`src/tofr_pkg.sv`:
```
// Purpose: Constants for the time-of-flight result register slice.
// Assumes: 16-bit result words, 8-bit register addresses.
// Notes: Time values are in periods of the 4 MHz reference.
package tofr_pkg;
  // ****************************************
  // Register addresses
  // ****************************************
  localparam logic [7:0] ADDR_UP_AVG_FRAC = 8'hD2;
  localparam logic [7:0] ADDR_DN_WAVE_RATIO = 8'hD3;
  localparam logic [7:0] ADDR_DN_HIT1_INT = 8'hD4;
  localparam logic [7:0] ADDR_DN_HIT1_FRAC = 8'hD5;
  localparam logic [7:0] ADDR_DN_HIT2_INT = 8'hD6;
  localparam logic [7:0] ADDR_DN_HIT2_FRAC = 8'hD7;
  localparam logic [7:0] ADDR_DN_HIT3_INT = 8'hD8;
  // ****************************************
  // Field layout and values
  // ****************************************
  localparam int INT_WIDTH = 15;
  localparam int FRAC_WIDTH = 16;
  localparam int RATIO_WIDTH = 8;
  localparam int RATIO_FRAC_BITS = 7;
  localparam int RATIO_HI_LSB = 8;
  localparam logic [15:0] WORD_RESET = 16'h0000;
  localparam logic [14:0] INT_MAX = 15'h7FFF;
  localparam logic [15:0] FRAC_MAX = 16'hFFFF;
  localparam logic [7:0] RATIO_MAX = 8'hFF;
  localparam logic [15:0] UNMAPPED_READ = 16'h0000;
endpackage : tofr_pkg

```
`src/tofr_load_if.sv`:
```
// Purpose: Carries measurement results from the engine side into the bank.
// Assumes: One clock domain.
// Notes: load is a one-cycle strobe with all fields valid.
`timescale 1ns/100ps
interface tofr_load_if;
  logic load;
  logic [14:0] up_avg_int;
  logic [15:0] up_avg_frac;
  logic [15:0] ratio_t1_t2;
  logic [15:0] ratio_t2_ideal;
  logic [14:0] dn_int [0:2];
  logic [15:0] dn_frac [0:1];
  modport source (output load, up_avg_int, up_avg_frac, ratio_t1_t2, ratio_t2_ideal, dn_int, dn_frac);
  modport sink (input load, up_avg_int, up_avg_frac, ratio_t1_t2, ratio_t2_ideal, dn_int, dn_frac);
endinterface : tofr_load_if

```
`src/tofr_ratio_sat.sv`:
```
// Purpose: Clamps a 1.7 fixed-point ratio to its all-ones code.
// Assumes: Input is an unsigned 1.15 fixed-point ratio.
// Notes: Larger ratios than just under two report 8'hFF.
`timescale 1ns/100ps
module tofr_ratio_sat
  import tofr_pkg::*;
(
  // Raw ratio, 1 integer bit and 15 fraction bits over a wider range
  input wire logic [15:0] raw,
  input wire logic overflow,
  // Clamped byte
  output logic [7:0] ratio
);
  wire logic [7:0] truncated;
  // Keep the top integer bit and seven fraction bits
  assign truncated = raw[15:8];
  assign ratio = overflow ? RATIO_MAX : truncated;
endmodule : tofr_ratio_sat

```
`src/tofr_result_bank.sv`:
```
// Purpose: Read-only result registers D2h..D8h of the time-of-flight engine.
// Assumes: Synchronous reads, results loaded by a one-cycle strobe.
// Notes: Reads return data one cycle after the request.
// Summary of operation
// - Upstream average fraction as read-only 16-bit word
// - Fraction LSB is reference period over 65536
// - Fraction spans zero to all ones
// - Ratio high byte is first over second width
// - Ratio low byte is second over ideal width
// - Ratio bytes are 1.7 unsigned fixed point
// - Downstream hit integer is 15-bit period count
// - Downstream hit fraction pairs with its integer
// - Upstream average integer is 15-bit count
`timescale 1ns/100ps
module tofr_result_bank
  import tofr_pkg::*;
(
  // Clock and reset
  input wire logic clock,
  input wire logic nrst,
  // Results from the measurement engine
  input wire logic load,
  input wire logic [14:0] up_avg_int,
  input wire logic [15:0] up_avg_frac,
  input wire logic [15:0] raw_t1_t2,
  input wire logic ovf_t1_t2,
  input wire logic [15:0] raw_t2_ideal,
  input wire logic ovf_t2_ideal,
  input wire logic [14:0] dn_hit1_int,
  input wire logic [15:0] dn_hit1_frac,
  input wire logic [14:0] dn_hit2_int,
  input wire logic [15:0] dn_hit2_frac,
  input wire logic [14:0] dn_hit3_int,
  // Register read port
  input wire logic rd_en,
  input wire logic [7:0] rd_addr,
  output logic [15:0] rd_data,
  output logic rd_valid,
  output logic rd_hit,
  // Upstream average integer, paired with the fraction word
  output logic [15:0] upstream_average_integer
);
  tofr_load_if ld ();
  wire logic [7:0] ratio_hi;
  wire logic [7:0] ratio_lo;

  // ****************************************
  // Ratio clamping
  // ****************************************
  tofr_ratio_sat sat_hi (
    .raw(raw_t1_t2),
    .overflow(ovf_t1_t2),
    .ratio(ratio_hi)
  );
  tofr_ratio_sat sat_lo (
    .raw(raw_t2_ideal),
    .overflow(ovf_t2_ideal),
    .ratio(ratio_lo)
  );

  assign ld.load = load;
  assign ld.up_avg_int = up_avg_int;
  assign ld.up_avg_frac = up_avg_frac;
  assign ld.ratio_t1_t2 = {ratio_hi, 8'h00};
  assign ld.ratio_t2_ideal = {8'h00, ratio_lo};
  assign ld.dn_int[0] = dn_hit1_int;
  assign ld.dn_int[1] = dn_hit2_int;
  assign ld.dn_int[2] = dn_hit3_int;
  assign ld.dn_frac[0] = dn_hit1_frac;
  assign ld.dn_frac[1] = dn_hit2_frac;

  // ****************************************
  // Result storage
  // ****************************************
  logic [15:0] upstream_average_fraction;
  logic [15:0] downstream_wave_ratio;
  logic [14:0] downstream_first_hit_integer;
  logic [15:0] downstream_first_hit_fraction;
  logic [14:0] downstream_second_hit_integer;
  logic [15:0] downstream_second_hit_fraction;
  logic [14:0] downstream_third_hit_integer;
  logic [14:0] up_int_q;
  wire logic [15:0] next_wave_ratio;

  // Each ratio byte is zero in the other half of its source word, so an OR merges them
  assign next_wave_ratio = ld.ratio_t1_t2 | ld.ratio_t2_ideal;

  // Every word shares the one load strobe, so a read never mixes two measurements
  always_ff @(posedge clock) begin
    if (!nrst) begin
      upstream_average_fraction <= WORD_RESET;
    end else if (ld.load) begin
      upstream_average_fraction <= ld.up_avg_frac;
    end
  end

  always_ff @(posedge clock) begin
    if (!nrst) begin
      downstream_wave_ratio <= WORD_RESET;
    end else if (ld.load) begin
      downstream_wave_ratio <= next_wave_ratio;
    end
  end

  always_ff @(posedge clock) begin
    if (!nrst) begin
      downstream_first_hit_integer <= WORD_RESET[14:0];
    end else if (ld.load) begin
      downstream_first_hit_integer <= ld.dn_int[0];
    end
  end

  always_ff @(posedge clock) begin
    if (!nrst) begin
      downstream_first_hit_fraction <= WORD_RESET;
    end else if (ld.load) begin
      downstream_first_hit_fraction <= ld.dn_frac[0];
    end
  end

  always_ff @(posedge clock) begin
    if (!nrst) begin
      downstream_second_hit_integer <= WORD_RESET[14:0];
    end else if (ld.load) begin
      downstream_second_hit_integer <= ld.dn_int[1];
    end
  end

  always_ff @(posedge clock) begin
    if (!nrst) begin
      downstream_second_hit_fraction <= WORD_RESET;
    end else if (ld.load) begin
      downstream_second_hit_fraction <= ld.dn_frac[1];
    end
  end

  always_ff @(posedge clock) begin
    if (!nrst) begin
      downstream_third_hit_integer <= WORD_RESET[14:0];
    end else if (ld.load) begin
      downstream_third_hit_integer <= ld.dn_int[2];
    end
  end

  // No address in this slice; the word leaves through its own port instead
  always_ff @(posedge clock) begin
    if (!nrst) begin
      up_int_q <= WORD_RESET[14:0];
    end else if (ld.load) begin
      up_int_q <= ld.up_avg_int;
    end
  end

  // ****************************************
  // Read decode
  // ****************************************
  wire logic sel_uaf;
  wire logic sel_wvr;
  wire logic sel_h1i;
  wire logic sel_h1f;
  wire logic sel_h2i;
  wire logic sel_h2f;
  wire logic sel_h3i;
  wire logic any_sel;
  wire logic [15:0] read_mux;

  assign sel_uaf = (rd_addr == ADDR_UP_AVG_FRAC);
  assign sel_wvr = (rd_addr == ADDR_DN_WAVE_RATIO);
  assign sel_h1i = (rd_addr == ADDR_DN_HIT1_INT);
  assign sel_h1f = (rd_addr == ADDR_DN_HIT1_FRAC);
  assign sel_h2i = (rd_addr == ADDR_DN_HIT2_INT);
  assign sel_h2f = (rd_addr == ADDR_DN_HIT2_FRAC);
  assign sel_h3i = (rd_addr == ADDR_DN_HIT3_INT);
  assign any_sel = sel_uaf | sel_wvr | sel_h1i | sel_h1f | sel_h2i | sel_h2f | sel_h3i;
  // Integer words read with bit 15 as zero
  assign read_mux = sel_uaf ? upstream_average_fraction :
                    sel_wvr ? downstream_wave_ratio :
                    sel_h1i ? {1'b0, downstream_first_hit_integer} :
                    sel_h1f ? downstream_first_hit_fraction :
                    sel_h2i ? {1'b0, downstream_second_hit_integer} :
                    sel_h2f ? downstream_second_hit_fraction :
                    sel_h3i ? {1'b0, downstream_third_hit_integer} :
                    UNMAPPED_READ;

  // ****************************************
  // Read port outputs
  // ****************************************
  wire logic [15:0] next_rd_data;
  wire logic next_rd_hit;
  wire logic [15:0] next_up_avg_int;

  // Idle cycles return zero so a stale word is never taken for an answer
  assign next_rd_data = rd_en ? read_mux : WORD_RESET;
  assign next_rd_hit = rd_en & any_sel;
  assign next_up_avg_int = {1'b0, up_int_q};

  always_ff @(posedge clock) begin
    if (!nrst) begin
      rd_data <= WORD_RESET;
    end else begin
      rd_data <= next_rd_data;
    end
  end

  always_ff @(posedge clock) begin
    if (!nrst) begin
      rd_valid <= 1'b0;
    end else begin
      rd_valid <= rd_en;
    end
  end

  always_ff @(posedge clock) begin
    if (!nrst) begin
      rd_hit <= 1'b0;
    end else begin
      rd_hit <= next_rd_hit;
    end
  end

  // Costs one cycle behind the stored word, but keeps the port straight off a flop
  always_ff @(posedge clock) begin
    if (!nrst) begin
      upstream_average_integer <= WORD_RESET;
    end else begin
      upstream_average_integer <= next_up_avg_int;
    end
  end
endmodule : tofr_result_bank

```
`config.mk`:
```
export PLATFORM = sky130hd
export DESIGN_NAME = tofr_result_bank
export DESIGN_NICKNAME = d
export VERILOG_FILES = /design/src/tofr_pkg.sv /design/src/tofr_load_if.sv /design/src/tofr_ratio_sat.sv /design/src/tofr_result_bank.sv
export SDC_FILE = /design/constraint.sdc
export NUM_CORES = 1
export LEC_CHECK = 0
export BUFFER_PORTS_ARGS = -buffer_cell sky130_fd_sc_hd__buf_2
export CAP_MARGIN = 15
export CORE_AREA = 2 2 118 120
export CTS_BUF_LIST = sky130_fd_sc_hd__clkbuf_8
export DETAILED_ROUTE_END_ITERATION = 16
export DIE_AREA = 0 0 120 122
export PLACE_DENSITY = 0.82
export SLEW_MARGIN = 10
export SYNTH_ARGS = -nofsm -noshare
export SYNTH_HDL_FRONTEND = slang
export SYNTH_SLANG_ARGS = --single-unit
```
`constraint.sdc`:
```
create_clock -name clock -period 1.9 [get_ports clock]
set_clock_uncertainty 0.2 [all_clocks]
set_input_delay 0.095 -clock clock [delete_from_list [all_inputs] [get_ports clock]]
set_output_delay 0.095 -clock clock [all_outputs]
set_load 0.01 [all_outputs]
```
# After elaboration in Yosys (flattened, before gate mapping)
# Index checks and enable logic that the tools add are counted.
[op_classes] n_eq_ne=7 muxes=9 n_bitwise=8 n_reduce_logical=1
[ops] operator="two-way mux 16 bit" count=6
[ops] operator="equality test 8 bit, second input constant" count=7
[ops] operator="two-way mux 8 bit" count=2
[ops] operator="OR 16 x 8 -> 16 bit" count=1
[ops] operator="two-way mux 15 bit" count=1
[ops] operator="OR 1 bit" count=6
[ops] operator="AND reduction 2 bit" count=1
[ops] operator="AND 1 bit" count=1
[word_totals] out_inout_bits=34 register_bits=158

# Logic depth before layout (Yosys ltp)
[depth] word_depth=8 ltp_mapped=7 ltp_nobuf=4

# Cells and area by module
# Synthesis repeated with hierarchy kept, for this count alone.
[hier_totals] cells_unflattened=703 area_unflattened_um2=6998.0
[modules_own_cells] mod="tofr_result_bank" instances=1 area_per_inst_um2=6897.9 cells_per_inst=687
[modules_own_cells] mod="tofr_ratio_sat" instances=2 area_per_inst_um2=50.0 cells_per_inst=8

# Least setup slack after synthesis
# Ideal clock, no wire load.
[synth_timing] kind="input -> register" start="input rd_addr[5]" end="register rd_data[3]" setup_ps=119 arrival_time_ps=1114 required_time_ps=1581 path_stages=3 setup_slack_ps=468 cell_sequence="nand4b_1 -> or4_1 -> o221a_1"
[synth_via] elab_chain_cells=8 word_cells_on_any_way=14
[synth_lines] item="from (decl)" line="tofr_result_bank.sv:36" source="input wire logic [7:0] rd_addr,"
[synth_lines] item="equality test 8 bit" line="tofr_result_bank.sv:173" source="assign sel_h3i = (rd_addr == ADDR_DN_HIT3_INT);"
[synth_lines] item="two-way mux 15 bit" line="tofr_result_bank.sv:182" source="sel_h3i ? {1'b0, downstream_third_hit_integer} :"
[synth_lines] item="two-way mux 16 bit" line="tofr_result_bank.sv:181" source="sel_h2f ? downstream_second_hit_fraction :"
[synth_lines] item="two-way mux 16 bit" line="tofr_result_bank.sv:180" source="sel_h2i ? {1'b0, downstream_second_hit_integer} :"
[synth_lines] item="two-way mux 16 bit" line="tofr_result_bank.sv:179" source="sel_h1f ? downstream_first_hit_fraction :"
[synth_lines] item="two-way mux 16 bit" line="tofr_result_bank.sv:178" source="sel_h1i ? {1'b0, downstream_first_hit_integer} :"
[synth_lines] item="two-way mux 16 bit" line="tofr_result_bank.sv:177" source="sel_wvr ? downstream_wave_ratio :"
[synth_lines] item="two-way mux 16 bit *" line="tofr_result_bank.sv:176" source="assign read_mux = sel_uaf ? upstream_average_fraction :"
[synth_lines] item="to (signal assigned)" line="tofr_result_bank.sv:201" source="rd_data <= next_rd_data;"
[synth_lines] item="to (decl)" line="tofr_result_bank.sv:37" source="output logic [15:0] rd_data,"
# Every way passes the cells marked *; elsewhere a longest branch is shown, timed or not.
# A chain may end at the register's enable or synchronous reset.

# Worst setup path after layout
[layout_timing] start="input rd_addr[5]" end="register rd_data[8]"
# The elaborated chain is that of the path after synthesis.

==> qor.csv <==
stage,metric,value,unit
outcome,outcome,"finished, final reports clean",
cells_and_area,filler instances,975,
yosys,Synth Cell Area,6610,sq um
drt,DRC viols,0,
min_path,Tightest Hold Check Type,in2reg,
yosys,Synth Area in Simple Gates,0.189,
drt,drt total wl,19.3,mm
cells_and_area,nets,1095,
cells_and_area,# diodes,0,
floorplanning,starting density of the core,0.489,
worst_setup_path,Setup crit end kind,flop,
clocking,htree depth,4,
clocking,Worst-path clk slew,90,ps
worst_setup_path,CP startpoint kind,primary input,
yosys,compound-gate portion of the synthesized area,0.116,
floorplanning,# IOs,188,
clocking,Setup Buffers After CTS,0,
sta,maximum clock frequency,0.532,GHz
floorplanning,Core Region,13500,sq um
worst_setup_path,cell breakdown of the critical path,"dlygate4sd3_1, buf_2, nand4b_1, or4_1, o221a_1",
yosys,yosys warns,0,
sta,max-slew violation count,0,
worst_setup_path,critical path arrival,2020,ps
yosys,post-synthesis xor/xnor area fraction,0,
sta,Setup Viol. Count Final,0,
cells_and_area,area grow syn2layout,44.8,%
drt,Detailed Route Iter0 Violations,313,
worst_setup_path,critical path class,in2reg,
drt,Post-DRT Antenna Nets,0,
worst_setup_path,critical path's largest stage delay,670,ps
global_routing,first-pass GRT wire length,29.8,mm
global_routing,initial antenna violation count,0,
sta,Fin Setup TNS,0,ps
sta,final cycle utilization of the critical path,0.989,
global_routing,largest net degree at the start of global routing,140,
clocking,CTS Sinks,157,
yosys,syn_area_per_cell,10.4,sq um
clocking,CTS Root Cell,clkbuf_8,
yosys,mux cell area share after synthesis,0.182,
yosys,post-synthesis sequential area ratio,0.476,
global_routing,vias in the first global route,5810,
drt,via count,5770,
cells_and_area,"commonest non-fill, non-tap cells in the layout","169 x buf_2, 157 x dfxtp_1, 149 x dlygate4sd3_1",
yosys,ys flop type,dfxtp_1,
yosys,async set or reset register ratio after synthesis,0,
flow_run,Max Cap Violations,0,
worst_setup_path,crit-path leading delay family,simple AND/OR/NAND/NOR gates,
power_and_ir_drop,Max VDD drop,525,uV
placed_design,post-DP HPWL,11.9,mm
worst_setup_path,crit path from,rd_addr[5],
drt,drt pass-1 iters,5,
clocking,CTS buffer count,17,
floorplanning,die area,14600,sq um
power_and_ir_drop,pwr/cell area,747,nW/um^2
worst_setup_path,CP required,2040,ps
worst_setup_path,"Max FO, Critical Path",5,
min_path,hold path start,nrst,
yosys,syn_nets,787,
drt,WL/cell,17.0,um
floorplanning,Chip Height,122,um
power_and_ir_drop,Pleak,4.26,nW
sta,Final min period,1880,ps
yosys,unique cell type count in the Yosys netlist,46,
yosys,number of synthesized flops with an enable pin,0,
floorplanning,Die Width,120,um
worst_setup_path,critical path's slowest cell,or4_1,
clocking,Worst-Skew Late Latency,450,ps
clocking,clk buf depth,2,
global_routing,Total GRT Usage,0.265,
yosys,Synth Area in Adders,0,
floorplanning,# rows,43,
clocking,CTS tree,done,
sta,Fin. Hold Viols,0,
cells_and_area,"commonest non-fill, non-tap cell in the layout",buf_2,
placed_design,GPL Wtd Cong,0.900,
placed_design,Port Buffer Count,170,
sta,RSZ-0062 raised after global routing,false,
placed_design,DP Area,7660,sq um
global_routing,gr ovfl total,0,
cells_and_area,design area,9570,sq um
yosys,largest family of logic cells by synthesized area,simple AND/OR/NAND/NOR gates,
yosys,Syn Inst Count,633,
sta,Fin Hold WS,1.16,ps
worst_setup_path,buffers plus inverters on the worst setup path,2,
drt,via/cell ratio,5.09,
cells_and_area,layout cells sized above 1,0.258,
worst_setup_path,r2r startpoint,downstream_third_hit_integer[5],
yosys,Yosys reg bits,157,
per-stage QoR:
step,setup WS [ps],cells,util,power [mW]
floorplan,468,633,-,4.11
global placement,179,953,0.567,4.40
detailed placement,153,953,0.567,4.42
CTS,94.3,1134,0.708,7.15
global route,2.12,1134,0.709,7.45
finish,20.3,1134,0.709,7.14
tightest hold or removal path, cell delays in order:
cell and delay, ps:
buf_2 120, buf_12 220, o221a_1 170
flip-flops by register name, indices dropped and copies added, names as in the netlist:
name / count
rd_valid: 1
downstream_second_hit_integer: 15
downstream_first_hit_integer: 15
up_int_q: 15
rd_hit: 1
downstream_wave_ratio: 16
downstream_second_hit_fraction: 16
upstream_average_fraction: 16
downstream_first_hit_fraction: 16
downstream_third_hit_integer: 15
upstream_average_integer: 15
rd_data: 16
kinds of logic after synthesis:
family          Yosys count
buf+inv                  55
compound gates          101
simple gates            199
flops                   157
other cells               1
mux                     120
report_power, final:
part / leakage [nW] / internal [mW] / switching (mW)
logic: 2.77 / 0.623 / 0.441
registers: 1.29 / 3.46 / 0.106
clock network: 0.200 / 1.23 / 1.28
routing by layer:
metal,GRT usage,up-vias,wire (um),share of wire
met3,0.0632,40,1140,0.059
met5,0,-,0,0
met4,0.107,0,523,0.027
met1,0.327,2658,8290,0.43
met2,0.446,218,9340,0.48
li1,-,2854,-,-
Yosys cell counts, types with 3 or more instances:
cell,count,area [sq um]
nand2_1,15,56.3
dfxtp_1,157,3140
o22ai_1,12,75.1
o21ai_1,7,35.0
nor2_1,10,37.5
o221a_2,14,158
nand3_1,3,15.0
nor2b_1,113,707
and2b_1,3,22.5
a22oi_1,8,60.1
a21oi_1,23,115
buf_1,6,22.5
o21ai_0,8,40.0
clkbuf_1,20,75.1
and2_1,16,100
mux2i_1,119,1190
and3b_1,12,105
or4_1,3,22.5
nand2b_1,13,81.3
buf_2,24,120
o221a_1,12,135
final cells by class:
cell class / count / area (sq um) / area share
repair buffers: 341 / 2550 / 0.267
clock inverters: 10 / 104 / 0.0109
well taps: 180 / 225 / 0.0235
inverters: 3 / 11.3 / 0.00118
flip-flops and latches: 157 / 3140 / 0.328
multi-input cells: 421 / 3230 / 0.338
clock buffers: 22 / 303 / 0.0316
final timing paths:
path                                     end  slack, ps  depth (start not counted)
max                               rd_data[8]         20                          5
min                 downstream_wave_ratio[0]          1                          3
max reg2reg  downstream_third_hit_integer[5]        490                          3
min reg2reg     upstream_average_integer[13]        250                          1
what timing repair did:
action                                 in CTS  in global routing
endpoints found under the hold margin     129                  0
setup endpoints to repair                   0                  9
hold buffers                              149                  0
resized for setup                           0                  3
No activity file was read; power rests on OpenSTA's default activity.
